$ cat src/hw/feq_cfg.svh
// feq_cfg.svh: offsets, field positions, reset values and counts for the equalizer coefficient bank
// assumes: included by bare name; definitions only
`ifndef FEQ_CFG_SVH
`define FEQ_CFG_SVH

// register indices; byte address is four times the index
`define FEQ_IDX_A_TAP6      12'h423
`define FEQ_IDX_A_TAP7      12'h425
`define FEQ_IDX_A_TAP8      12'h427
`define FEQ_IDX_A_TAP9      12'h429
`define FEQ_IDX_B_TAP1      12'h448
`define FEQ_IDX_B_TAP2      12'h44A
`define FEQ_IDX_B_TAP3      12'h44C

// field layout of a non-center tap register
`define FEQ_REG_W           16
`define FEQ_COEF_LSB        0
`define FEQ_COEF_MSB        11
`define FEQ_RSVD_LSB        12
`define FEQ_RSVD_MSB        15
`define FEQ_REG_RESET       16'h0000

// filter structure
`define FEQ_NUM_TAPS        9
`define FEQ_CENTER_W        18
`define FEQ_NUM_REGS        7

// axi responses
`define FEQ_RESP_OKAY       2'h0
`define FEQ_RESP_SLVERR     2'h2

`endif

$ cat src/hw/feq_pkg.sv
// feq_pkg.sv: types shared by the equalizer coefficient bank
// assumes: nothing beyond standard SystemVerilog
package feq_pkg;

	// result of matching a bus address against the index table
	typedef enum logic [1:0] {
		FEQ_SEL_NONE,
		FEQ_SEL_HIT,
		FEQ_SEL_MISS
	} feq_sel_t;

	// write-channel handshake state
	typedef enum logic [1:0] {
		FEQ_WR_IDLE,
		FEQ_WR_RESP
	} feq_wr_state_t;

	// read-channel handshake state
	typedef enum logic [1:0] {
		FEQ_RD_IDLE,
		FEQ_RD_RESP
	} feq_rd_state_t;

endpackage : feq_pkg

$ cat src/hw/feq_reg_if.sv
// feq_reg_if.sv: write and read strobes between the bus slave and the coefficient bank
// assumes: all members on the bus clock
`timescale 1ns/1ps
interface feq_reg_if #(
	parameter int NREG = 7
);
	logic [NREG-1:0] wr_en;    // one-hot write strobe
	logic [15:0]     wr_data;  // low half of bus word
	logic [1:0]      wr_strb;  // byte lanes 0 and 1
	logic [NREG-1:0] rd_sel;   // one-hot read select
	logic [15:0]     rd_data;  // selected register, combinational

	modport bank  (input wr_en, input wr_data, input wr_strb, input rd_sel, output rd_data);
	modport slave (output wr_en, output wr_data, output wr_strb, output rd_sel, input rd_data);
endinterface : feq_reg_if

$ cat src/hw/feq_coef_reg.sv
// feq_coef_reg.sv: one 16-bit coefficient register, 12-bit tap plus 4 reserved rw bits
// assumes: write strobe and data come from same-clock logic
`timescale 1ns/1ps
`include "feq_cfg.svh"
module feq_coef_reg
	import feq_pkg::*;
(
	input  wire logic        clk,
	input  wire logic        rst_n,
	input  wire logic        ce,
	input  wire logic        wr_en,
	input  wire logic [15:0] wr_data,
	input  wire logic [1:0]  wr_strb,
	output logic      [15:0] value
);
	logic [15:0] next_value;

	// byte lanes merge; reserved nibble is stored like the tap
	always_comb begin
		next_value = value;
		if (ce && wr_en) begin
			if (wr_strb[0]) next_value[7:0]  = wr_data[7:0];
			if (wr_strb[1]) next_value[15:8] = wr_data[15:8];
		end
	end

	// zero after reset, reserved bits too
	always_ff @(posedge clk or negedge rst_n) begin
		if (!rst_n) value <= `FEQ_REG_RESET;
		else        value <= next_value;
	end

	// a tap may only move on its own write strobe
	property p_hold_no_write;
		@(posedge clk) disable iff (!rst_n)
		!(ce && wr_en) |=> value == $past(value);
	endproperty
	a_hold_no_write: assert property (p_hold_no_write)
		else $error("coef changed without write");
endmodule : feq_coef_reg

$ cat src/hw/feq_coef_bank.sv
// feq_coef_bank.sv: equalizer coefficient bank with AXI4-Lite register access
// assumes: single clock; AXI master follows the standard handshake; filter datapath outside
`timescale 1ns/1ps
`include "feq_cfg.svh"

// What this block does
// - each tap is 12-bit signed in bits 11:0; bits 15:12 reserved read/write
// - channel A tap six register drives sixth tap in both modes
// - register at 0x425 drives seventh channel A or single-filter tap
// - register at 0x427 drives eighth channel A or single-filter tap
// - register at 0x429 drives ninth channel A or single-filter tap
// - register at 0x448 drives first channel B tap in dual mode
// - register at 0x44A drives second channel B tap in dual mode
// - register at 0x44C drives third channel B tap in dual mode
// - every register, reserved bits included, resets to zero
// - filter is nine taps, center tap 18 bits, others 12 bits
module feq_coef_bank
	import feq_pkg::*;
#(
	parameter int ADDR_W = 14,
	parameter int NUM_TAPS = `FEQ_NUM_TAPS,
	parameter int CENTER_W = `FEQ_CENTER_W
)(
	input  wire logic              clk,
	input  wire logic              rst_n,
	input  wire logic              ce,
	// axi4-lite write address
	input  wire logic [ADDR_W-1:0] s_axi_awaddr,
	input  wire logic [2:0]        s_axi_awprot,
	input  wire logic              s_axi_awvalid,
	output logic                   s_axi_awready,
	// axi4-lite write data
	input  wire logic [31:0]       s_axi_wdata,
	input  wire logic [3:0]        s_axi_wstrb,
	input  wire logic              s_axi_wvalid,
	output logic                   s_axi_wready,
	// axi4-lite write response
	output logic [1:0]             s_axi_bresp,
	output logic                   s_axi_bvalid,
	input  wire logic              s_axi_bready,
	// axi4-lite read address
	input  wire logic [ADDR_W-1:0] s_axi_araddr,
	input  wire logic [2:0]        s_axi_arprot,
	input  wire logic              s_axi_arvalid,
	output logic                   s_axi_arready,
	// axi4-lite read data
	output logic [31:0]            s_axi_rdata,
	output logic [1:0]             s_axi_rresp,
	output logic                   s_axi_rvalid,
	input  wire logic              s_axi_rready,
	// tap weights to the filter datapath
	input  wire logic              dual_mode,
	output logic signed [11:0]     chan_a_tap6_weight,
	output logic signed [11:0]     chan_a_tap7_weight,
	output logic signed [11:0]     chan_a_tap8_weight,
	output logic signed [11:0]     chan_a_tap9_weight,
	output logic signed [11:0]     chan_b_tap1_weight,
	output logic signed [11:0]     chan_b_tap2_weight,
	output logic signed [11:0]     chan_b_tap3_weight
);
	localparam int NREG = `FEQ_NUM_REGS;

	// the bank serves only the nine-tap shape with an 18-bit center
	if (NUM_TAPS != `FEQ_NUM_TAPS || CENTER_W != `FEQ_CENTER_W) begin : g_bad_shape
		$error("feq_coef_bank supports only the nine-tap, 18-bit-center filter");
	end
	if (ADDR_W < 14) begin : g_bad_addr
		$error("feq_coef_bank needs at least 14 address bits");
	end

	// index table, ordered as the register array
	localparam logic [11:0] IDX [NREG] = '{
		`FEQ_IDX_A_TAP6, `FEQ_IDX_A_TAP7, `FEQ_IDX_A_TAP8, `FEQ_IDX_A_TAP9,
		`FEQ_IDX_B_TAP1, `FEQ_IDX_B_TAP2, `FEQ_IDX_B_TAP3
	};

	feq_reg_if #(.NREG(NREG)) rif ();

	logic [15:0] regs [NREG];

	// one register per tap; the same module for all keeps the reset uniform
	for (genvar g = 0; g < NREG; g++) begin : g_reg
		feq_coef_reg u_reg (
			.clk     (clk),
			.rst_n   (rst_n),
			.ce      (ce),
			.wr_en   (rif.wr_en[g]),
			.wr_data (rif.wr_data),
			.wr_strb (rif.wr_strb),
			.value   (regs[g])
		);
	end

	// ---- write channel ----
	feq_wr_state_t              wr_state;
	feq_wr_state_t              next_wr_state;
	logic                       aw_held;
	logic                       next_aw_held;
	logic                       w_held;
	logic                       next_w_held;
	logic [ADDR_W-1:0]          aw_addr;
	logic [ADDR_W-1:0]          next_aw_addr;
	logic [31:0]                w_data;
	logic [31:0]                next_w_data;
	logic [3:0]                 w_strb;
	logic [3:0]                 next_w_strb;
	logic [1:0]                 bresp;
	logic [1:0]                 next_bresp;
	logic [NREG-1:0]            wr_hit;
	logic                       wr_fire;

	// address and data are latched independently, in either order
	assign s_axi_awready = ce && wr_state == FEQ_WR_IDLE && !aw_held;
	assign s_axi_wready  = ce && wr_state == FEQ_WR_IDLE && !w_held;
	assign s_axi_bvalid  = wr_state == FEQ_WR_RESP;
	assign s_axi_bresp   = bresp;

	// decode the latched write address against the index table
	always_comb begin
		wr_hit = '0;
		for (int i = 0; i < NREG; i++) begin
			if (aw_addr[1:0] == 2'h0 && aw_addr[13:2] == IDX[i]) wr_hit[i] = 1'b1;
		end
	end

	assign wr_fire     = ce && wr_state == FEQ_WR_IDLE && aw_held && w_held;
	assign rif.wr_en   = wr_fire ? wr_hit : '0;
	assign rif.wr_data = w_data[15:0];
	assign rif.wr_strb = w_strb[1:0];

	always_comb begin
		next_wr_state = wr_state;
		next_aw_held  = aw_held;
		next_w_held   = w_held;
		next_aw_addr  = aw_addr;
		next_w_data   = w_data;
		next_w_strb   = w_strb;
		next_bresp    = bresp;
		if (s_axi_awvalid && s_axi_awready) begin
			next_aw_held = 1'b1;
			next_aw_addr = s_axi_awaddr;
		end
		if (s_axi_wvalid && s_axi_wready) begin
			next_w_held = 1'b1;
			next_w_data = s_axi_wdata;
			next_w_strb = s_axi_wstrb;
		end
		case (wr_state)
			FEQ_WR_IDLE: begin
				if (wr_fire) begin
					next_wr_state = FEQ_WR_RESP;
					next_aw_held  = 1'b0;
					next_w_held   = 1'b0;
					next_bresp    = (|wr_hit) ? `FEQ_RESP_OKAY : `FEQ_RESP_SLVERR;
				end
			end
			FEQ_WR_RESP: begin
				if (ce && s_axi_bready) next_wr_state = FEQ_WR_IDLE;
			end
			default: next_wr_state = FEQ_WR_IDLE;
		endcase
	end

	always_ff @(posedge clk or negedge rst_n) begin
		if (!rst_n) begin
			wr_state <= FEQ_WR_IDLE;
			aw_held  <= 1'b0;
			w_held   <= 1'b0;
			aw_addr  <= '0;
			w_data   <= 32'h00000000;
			w_strb   <= 4'h0;
			bresp    <= `FEQ_RESP_OKAY;
		end else begin
			wr_state <= next_wr_state;
			aw_held  <= next_aw_held;
			w_held   <= next_w_held;
			aw_addr  <= next_aw_addr;
			w_data   <= next_w_data;
			w_strb   <= next_w_strb;
			bresp    <= next_bresp;
		end
	end

	// ---- read channel ----
	feq_rd_state_t rd_state;
	feq_rd_state_t next_rd_state;
	logic [31:0]   rdata;
	logic [31:0]   next_rdata;
	logic [1:0]    rresp;
	logic [1:0]    next_rresp;
	logic [NREG-1:0] rd_hit;

	assign s_axi_arready = ce && rd_state == FEQ_RD_IDLE;
	assign s_axi_rvalid  = rd_state == FEQ_RD_RESP;
	assign s_axi_rdata   = rdata;
	assign s_axi_rresp   = rresp;

	// decode read address straight off the bus; arready gates the capture
	always_comb begin
		rd_hit = '0;
		for (int i = 0; i < NREG; i++) begin
			if (s_axi_araddr[1:0] == 2'h0 && s_axi_araddr[13:2] == IDX[i]) rd_hit[i] = 1'b1;
		end
	end

	assign rif.rd_sel = rd_hit;

	// mux of the selected register; bits above 15 read as zero
	always_comb begin
		rif.rd_data = 16'h0000;
		for (int i = 0; i < NREG; i++) begin
			if (rif.rd_sel[i]) rif.rd_data = rif.rd_data | regs[i];
		end
	end

	always_comb begin
		next_rd_state = rd_state;
		next_rdata    = rdata;
		next_rresp    = rresp;
		case (rd_state)
			FEQ_RD_IDLE: begin
				if (s_axi_arvalid && s_axi_arready) begin
					next_rd_state = FEQ_RD_RESP;
					next_rdata    = {16'h0000, rif.rd_data};
					next_rresp    = (|rd_hit) ? `FEQ_RESP_OKAY : `FEQ_RESP_SLVERR;
				end
			end
			FEQ_RD_RESP: begin
				if (ce && s_axi_rready) next_rd_state = FEQ_RD_IDLE;
			end
			default: next_rd_state = FEQ_RD_IDLE;
		endcase
	end

	always_ff @(posedge clk or negedge rst_n) begin
		if (!rst_n) begin
			rd_state <= FEQ_RD_IDLE;
			rdata    <= 32'h00000000;
			rresp    <= `FEQ_RESP_OKAY;
		end else begin
			rd_state <= next_rd_state;
			rdata    <= next_rdata;
			rresp    <= next_rresp;
		end
	end

	// ---- tap weight outputs, registered ----
	// the A taps serve both modes unchanged; B taps are zeroed outside dual mode
	// so a single-channel filter gets zero B weights from the first ce-high clock after the switch
	logic signed [11:0] next_a6, next_a7, next_a8, next_a9, next_b1, next_b2, next_b3;

	always_comb begin
		next_a6 = regs[0][11:0];
		next_a7 = regs[1][11:0];
		next_a8 = regs[2][11:0];
		next_a9 = regs[3][11:0];
		next_b1 = dual_mode ? regs[4][11:0] : 12'h000;
		next_b2 = dual_mode ? regs[5][11:0] : 12'h000;
		next_b3 = dual_mode ? regs[6][11:0] : 12'h000;
	end

	always_ff @(posedge clk or negedge rst_n) begin
		if (!rst_n) begin
			chan_a_tap6_weight <= 12'h000;
			chan_a_tap7_weight <= 12'h000;
			chan_a_tap8_weight <= 12'h000;
			chan_a_tap9_weight <= 12'h000;
			chan_b_tap1_weight <= 12'h000;
			chan_b_tap2_weight <= 12'h000;
			chan_b_tap3_weight <= 12'h000;
		end else if (ce) begin
			chan_a_tap6_weight <= next_a6;
			chan_a_tap7_weight <= next_a7;
			chan_a_tap8_weight <= next_a8;
			chan_a_tap9_weight <= next_a9;
			chan_b_tap1_weight <= next_b1;
			chan_b_tap2_weight <= next_b2;
			chan_b_tap3_weight <= next_b3;
		end
	end

	// ---- assertions ----
	property p_a6_follows;
		@(posedge clk) disable iff (!rst_n)
		ce |=> chan_a_tap6_weight == $past(regs[0][11:0]);
	endproperty
	a_a6_follows: assert property (p_a6_follows) else $error("tap6 weight mismatch");

	property p_a7_follows;
		@(posedge clk) disable iff (!rst_n)
		ce |=> chan_a_tap7_weight == $past(regs[1][11:0]);
	endproperty
	a_a7_follows: assert property (p_a7_follows) else $error("tap7 weight mismatch");

	property p_a8_follows;
		@(posedge clk) disable iff (!rst_n)
		ce |=> chan_a_tap8_weight == $past(regs[2][11:0]);
	endproperty
	a_a8_follows: assert property (p_a8_follows) else $error("tap8 weight mismatch");

	property p_a9_write;
		@(posedge clk) disable iff (!rst_n)
		(wr_fire && wr_hit[3] && w_strb[1:0] == 2'h3) ##1 ce |=>
			chan_a_tap9_weight == $past(w_data[11:0], 2);
	endproperty
	a_a9_write: assert property (p_a9_write) else $error("tap9 write not applied");

	property p_b1_mode;
		@(posedge clk) disable iff (!rst_n)
		(ce && !dual_mode) |=> chan_b_tap1_weight == 12'h000;
	endproperty
	a_b1_mode: assert property (p_b1_mode) else $error("B tap1 live in single mode");

	property p_b2_follows;
		@(posedge clk) disable iff (!rst_n)
		(ce && dual_mode) |=> chan_b_tap2_weight == $past(regs[5][11:0]);
	endproperty
	a_b2_follows: assert property (p_b2_follows) else $error("B tap2 mismatch");

	property p_b3_follows;
		@(posedge clk) disable iff (!rst_n)
		(ce && dual_mode) |=> chan_b_tap3_weight == $past(regs[6][11:0]);
	endproperty
	a_b3_follows: assert property (p_b3_follows) else $error("B tap3 mismatch");

	property p_rd_upper_zero;
		@(posedge clk) disable iff (!rst_n)
		s_axi_rvalid |-> s_axi_rdata[31:16] == 16'h0000;
	endproperty
	a_rd_upper_zero: assert property (p_rd_upper_zero) else $error("upper read bits set");

	property p_bvalid_holds;
		@(posedge clk) disable iff (!rst_n)
		(s_axi_bvalid && !s_axi_bready) |=> s_axi_bvalid && $stable(s_axi_bresp);
	endproperty
	a_bvalid_holds: assert property (p_bvalid_holds) else $error("bvalid dropped early");

	property p_wt_reset_zero;
		@(posedge clk) disable iff (!rst_n)
		$rose(rst_n) |-> !(|{chan_a_tap6_weight, chan_a_tap9_weight, chan_b_tap1_weight});
	endproperty
	a_wt_reset_zero: assert property (p_wt_reset_zero) else $error("weight set after reset");

endmodule : feq_coef_bank

$ cat config.mk
export PLATFORM = sky130hd
export DESIGN_NAME = feq_coef_bank
export DESIGN_NICKNAME = d
export VERILOG_FILES = /design/src/hw/feq_pkg.sv /design/src/hw/feq_reg_if.sv /design/src/hw/feq_coef_reg.sv /design/src/hw/feq_coef_bank.sv
export VERILOG_INCLUDE_DIRS = /design/src /design/src/hw
export SDC_FILE = /design/constraint.sdc
export NUM_CORES = 1
export LEC_CHECK = 0
export BUFFER_PORTS_ARGS = -buffer_cell sky130_fd_sc_hd__buf_2
export CAP_MARGIN = 5
export CELL_PAD_IN_SITES_DETAIL_PLACEMENT = 1
export CELL_PAD_IN_SITES_GLOBAL_PLACEMENT = 1
export CORE_ASPECT_RATIO = 0.6
export CORE_MARGIN = 2
export CORE_UTILIZATION = 30
export DETAILED_ROUTE_END_ITERATION = 16
export GPL_TIMING_DRIVEN = 0
export PLACE_DENSITY = 0.64
export SYNTH_ARGS = -nofsm -noshare
export SYNTH_HDL_FRONTEND = slang
export SYNTH_HIERARCHICAL = 1
export SYNTH_SLANG_ARGS = --single-unit
$ cat constraint.sdc
create_clock -name clk -period 2.5 [get_ports clk]
set_input_delay 0.25 -clock clk [delete_from_list [all_inputs] [get_ports clk]]
set_output_delay 0.25 -clock clk [all_outputs]
set_load 0.02 [all_outputs]
# Word level (Yosys, flattened, before mapping)
# Index checks and enable logic that the tools add are counted.
# totals
reg_bits	254
inputBits	79
wordCells	154
# classes
n_eq_ne	20
n_mux	39
n_bitwise	6
n_reduce_logical	58
# ops
cell	count
$eq A12 B11 Y1 const B	14
$mux W16	7
$or A16 B16 Y16	6
$mux W12	3
$reduce_and A2 Y1	18
$logic_and A1 B1 Y1	32
$mux W1	20
$reduce_or A7 Y1	2
$mux W2	6
$logic_not A2 Y1	4
$pmux W2 S2	2
$mux W7	1
$ne A2 B1 Y1 const B	3
$eq A2 B1 Y1 const B	2
$logic_not A1 Y1	2
$ne A2 B2 Y1 const B	1

# Depth between registers and ports, before layout
# logic_depth
word_depth	16
ltp_mapped	7
mapped_depth_nobuf	6

# Hierarchy
# Netlist, hierarchy kept.
# by_module_without_submodules
module	n_inst	cells_each	area_each_um2	seq_area_each_um2
feq_coef_bank	1	612	6695.2	3453.3
feq_coef_reg	7	34	600.6	400.4

# Worst setup path before layout
# Ideal clock, no wire load.
# synth_timing
path_type	register to register
from	register wr_state[0]
to	register w_data[10]
setup_ns	0.125
arrival_ns	2.028
required_time_ns	2.375
slack_ns	0.347
path_stages_with_launch	7
path_buffers	2
synth_period_minus_slack_ns	2.153
cell_sequence	dfrtp_1 nand2b_1 nor2_1 and2_1 clkbuf_1 buf_2 mux2_2
# synth_between
elab_chain_cells	4
# synth_lines
element	line_no	text
from (decl)	feq_coef_bank.sv:95	feq_wr_state_t wr_state;
from (signal assigned)	feq_coef_bank.sv:174	wr_state <= next_wr_state;
$logic_not A2 Y1	feq_coef_bank.sv:114	assign s_axi_wready = ce && wr_state == FEQ_WR_IDLE && !w_held;
$logic_and A1 B1 Y1 (2 in series)	feq_coef_bank.sv:114	
named net s_axi_wready	feq_coef_bank.sv:36	output logic s_axi_wready,
$logic_and A1 B1 Y1	feq_coef_bank.sv:143	if (s_axi_wvalid && s_axi_wready) begin
to (signal assigned)	feq_coef_bank.sv:178	w_data <= next_w_data;
to (decl)	feq_coef_bank.sv:103	logic [31:0] w_data;
# The timed path passes the listed nets, and every way through them passes these cells.
# A chain may end at the register's enable or synchronous reset.

# Worst setup path after layout
# layout_timing
from	register aw_addr[1]
to	register g_reg[0].u_reg.value[3]
# layout_between
elab_chain_cells	6
# layout_lines
element	line_no	text
from (decl)	feq_coef_bank.sv:101	logic [ADDR_W-1:0] aw_addr;
from (signal assigned)	feq_coef_bank.sv:177	aw_addr <= next_aw_addr;
$logic_not A2 Y1	feq_coef_bank.sv:122	if (aw_addr[1:0] == 2'h0 && aw_addr[13:2] == IDX[i]) wr_hit[i] = 1'b1;
$logic_and A1 B1 Y1	feq_coef_bank.sv:122	
$mux W1	feq_coef_bank.sv:122	
$mux W7	feq_coef_bank.sv:127	assign rif.wr_en = wr_fire ? wr_hit : '0;
named net rif.wr_en[0]	feq_reg_if.sv:7	logic [NREG-1:0] wr_en;
$logic_and A1 B1 Y1	feq_coef_reg.sv:21	if (ce && wr_en) begin
$reduce_and A2 Y1 (no line)	n/a	
to (signal assigned)	feq_coef_reg.sv:29	if (!rst_n) value <= `FEQ_REG_RESET;
to (signal assigned)	feq_coef_reg.sv:30	else value <= next_value;
to (decl)	feq_coef_reg.sv:14	output logic [15:0] value
# The timed path passes the listed nets, and every way through them passes these cells.

==> impl_metrics.py <==
metrics = {
    "clocking": {
        "cts_buffers": 27,
        "htreeDepth": 1,
        "root_buffer": "clkbuf_16",
        "clock_sinks": 250,
        "clk_latency_ns": 0.56,
        "clockBufferDepth": 3,
        "clkTransAtPathRegs_ns": 0.06,
        "cts_tree": "done",
    },
    "worst_setup_path": {
        "slowest_stage": "dfrtp_1",
        "cp-end-kind": "register",
        "reg2reg_setup_slack_ns": 0.12,
        "worstSetupPathType": "reg2reg",
        "slowest_delay_ns": 0.38,
        "start_kind": "register",
        "cpMostUsedCell": "nor4_2",
        "r2r_cells": 6,
        "cp_max_fo": 8,
        "path_depth": 6,
        "critical-path-top-delay-family": "simple AND/OR/NAND/NOR gates",
        "crit_buf_inv": 0,
        "path_cells": "nor4_2, nand2_1, nor4_2, and3b_1, nand3_2, mux2_2",
        "crit_required_ns": 2.94,
        "crit_arrival_ns": 2.82,
    },
    "timing": {
        "clock.fmax_mhz": 419.4,
        "setup_viol": 0,
        "worstMarginPinSlew_ns": 1.011,
        "drv_slew": 0,
        "rsz0062_at_grt": "false",
        "finalHoldViolCount": 0,
        "post-route-worst-setup-slack_ns": 0.1157,
        "finalSetupTns_ns": 0,
        "period_needed_ns": 2.384,
        "relSlewSlack_pct": 32.03,
        "fin_skew_ns": 0.02235,
        "fin_crit_sh_pct": 95.37,
    },
    "drt": {
        "drt_pass1_iterations": 4,
        "drc": 0,
        "postRouteAntennaNets": 0,
        "wirelength_um": 34540,
        "num_vias": 7702,
        "avgRoutedWirePerCell_um": 21.64,
        "via_per_inst": 4.826,
        "drt_iter0_drc": 336,
    },
    "status": {
        "status": "finished, final reports clean",
    },
    "pwr": {
        "vdd_drop_max_uv": 440.9,
        "cellPowerDensity_mw_per_mm2": 761.9,
        "power_leakage_nw": 6.635,
    },
    "floorplan": {
        "pin_count": 204,
        "core_mm2": 0.03608,
        "row_count": 54,
        "dieArea_mm2": 0.03792,
        "die_h_um": 151.6,
        "die_w_um": 250.1,
        "initial_core_util_pct": 30.21,
    },
    "synth": {
        "ys.flop_type": "dfrtp_1",
        "synth.area.top_cells": "dfrtp_1 57%, mux2_2 21%, o21ai_0 2.0%",
        "seq_area_frac_synth_pct": 57.40,
        "async_flop_share_pct": 100.0,
        "ys_warn_count": 6,
        "synth_top_area_share_pct": 57.40,
        "yosysTopAreaCell": "dfrtp_1",
        "synth_seq_cells": 250,
        "avgSynthCellArea_um2": 12.82,
        "syn_inst": 850,
        "synthDistinctLibCells": 54,
        "synth_edf_count": 0,
        "mappedNetlistArea_mm2": 0.01090,
    },
    "cells_and_area": {
        "design_area_mm2": 0.01375,
        "nNetsFinal": 1175,
        "fill_cells": 3931,
        "ff_latch_area_mm2": 0.006256,
        "stdcell_count": 1596,
        "drive_above_1_share_pct": 42.56,
        "layout-area-overhead-vs-synth_pct": 26.15,
        "multi_input_area_mm2": 0.004282,
    },
    "global_routing": {
        "grt_pass1_wl_um": 52650,
        "grt_pass1_vias": 8284,
        "globalRouteOverflowTotal": 0,
        "antenna_found_initial": 6,
        "grt_max_degree": 117,
        "track_usage_pct": 18.48,
    },
    "placed_design": {
        "placed_area_mm2": 0.01242,
        "post-place-ws_ns": -0.9873,
        "place_inst": 1505,
        "io_buffers": 160,
        "hpwl_um": 25750,
        "gp_congestion": 0.8433,
    },
    "worst_hold_path": {
        "hold_class": "in2async",
    },
    "flow_run": {
        "max_cap_viol_count": 0,
    },
}
==> layout by cell type (no fill, tap or decap), types with 10 or more instances in the layout <==
cell	instances
o21ai_0	44
dlygate4sd3_1	36
a31oi_1	15
mux2_2	203
nand3_1	23
a22o_1	14
a21oi_1	10
dfrtp_1	250
buf_4	21
buf_2	162
inv_1	45
conb_1	18
nor2_1	31
clkbuf_16	27
clkbuf_1	30
nand3_2	14
nand2_1	47
==> final timing paths <==
check                                                   from                                  end
setup / recovery                      aw_addr[1]$_DFFE_PN0P_  g_reg[0].u_reg/value[3]$_DFFE_PN0P_
hold / removal                                         rst_n    chan_b_tap3_weight[1]$_DFFE_PN0P_
setup reg to reg                      aw_addr[1]$_DFFE_PN0P_  g_reg[0].u_reg/value[3]$_DFFE_PN0P_
hold reg to reg            chan_a_tap6_weight[2]$_DFFE_PN0P_    chan_a_tap6_weight[2]$_DFFE_PN0P_
max in group asynchronous                              rst_n               w_data[14]$_DFFE_PN0P_
min in group clk                             s_axi_araddr[1]           s_axi_rresp[1]$_DFFE_PN0P_
==> power breakdown <==
group	switching, mW	total, mW	leakage (nW)	internal [mW]
sequential	0.652	5.07	3.38	4.42
clock	1.74	4.07	0.430	2.33
combinational	0.753	1.34	2.82	0.584
==> routing by layer <==
metal | global-route usage, % | part of all wire, %
met5 | 0 | 0.038
met4 | 3.443 | 1.6
met3 | 3.502 | 5.4
met1 | 27.16 | 48
met2 | 28.58 | 45
==> kinds of logic (layout without fill, tap and decap cells) <==
group,after synthesis,count (layout),synth area share (%)
AND/OR/NAND/NOR,171,171,9.551
multiplexers,210,210,21.62
flip-flops,250,250,57.40
buffers and inverters,100,349,4.179
other,1,22,0.03441
AO/OA/AOI/OAI,118,118,7.221
==> Yosys cell counts (all sizes together) (2+ instances only) <==
master	count
a21oi	10
a221oi	2
a22o	14
a22oi	9
a2bb2oi	3
a31oi	15
a32oi	4
a41oi	2
and2	3
and3	5
and3b	2
buf	25
clkbuf	30
dfrtp	250
inv	45
mux2	203
mux2i	7
nand2	47
nand2b	6
nand3	37
nand4bb	2
nor2	31
nor2b	6
nor3	2
nor3b	3
nor4	9
nor4b	4
o21ai	46
o32ai	7
o41ai	2
or2	5
or3	2
or3b	2
or4	2
==> metrics by stage <==
step                      total power [mW]  hold WS, ns  utilization (%)
after floorplan                      5.642     -0.04559                -
after global placement               6.368       0.4800            34.26
after detailed placement             6.440       0.1521            34.44
after CTS                            10.60       0.1628            37.99
after global routing                 10.95       0.1877            38.09
final                                10.48       0.1702            38.11
==> registers in the layout (all words and copies together), names as in the netlist, 2 cells and up <==
register,cells
w_data,16
w_strb,2
chan_a_tap9_weight,12
s_axi_rdata,16
chan_a_tap8_weight,12
aw_addr,14
chan_a_tap7_weight,12
chan_b_tap3_weight,12
g.u_reg/value,112
chan_a_tap6_weight,12
chan_b_tap1_weight,12
chan_b_tap2_weight,12
==> repair_timing <==
item,4_1_cts,5_1_grt
setup buffers,0,3
setup endpoints to repair,116,96
hold buffers,36,0
hold endpoints to repair,68,0
gates resized for setup,8,3
pin swaps,0,1
==> final cells by class <==
cell class	count	area share [%]
timing repair buffer	201	9.100
tap	476	4.332
antenna	4	0.07280
buffer	54	2.120
multi-input combinational	517	31.14
clock inverter	14	1.083
inverter	45	1.229
sequential	250	45.50
clock buffer	35	5.424
Note: power is estimated with default switching activity, not from simulation.
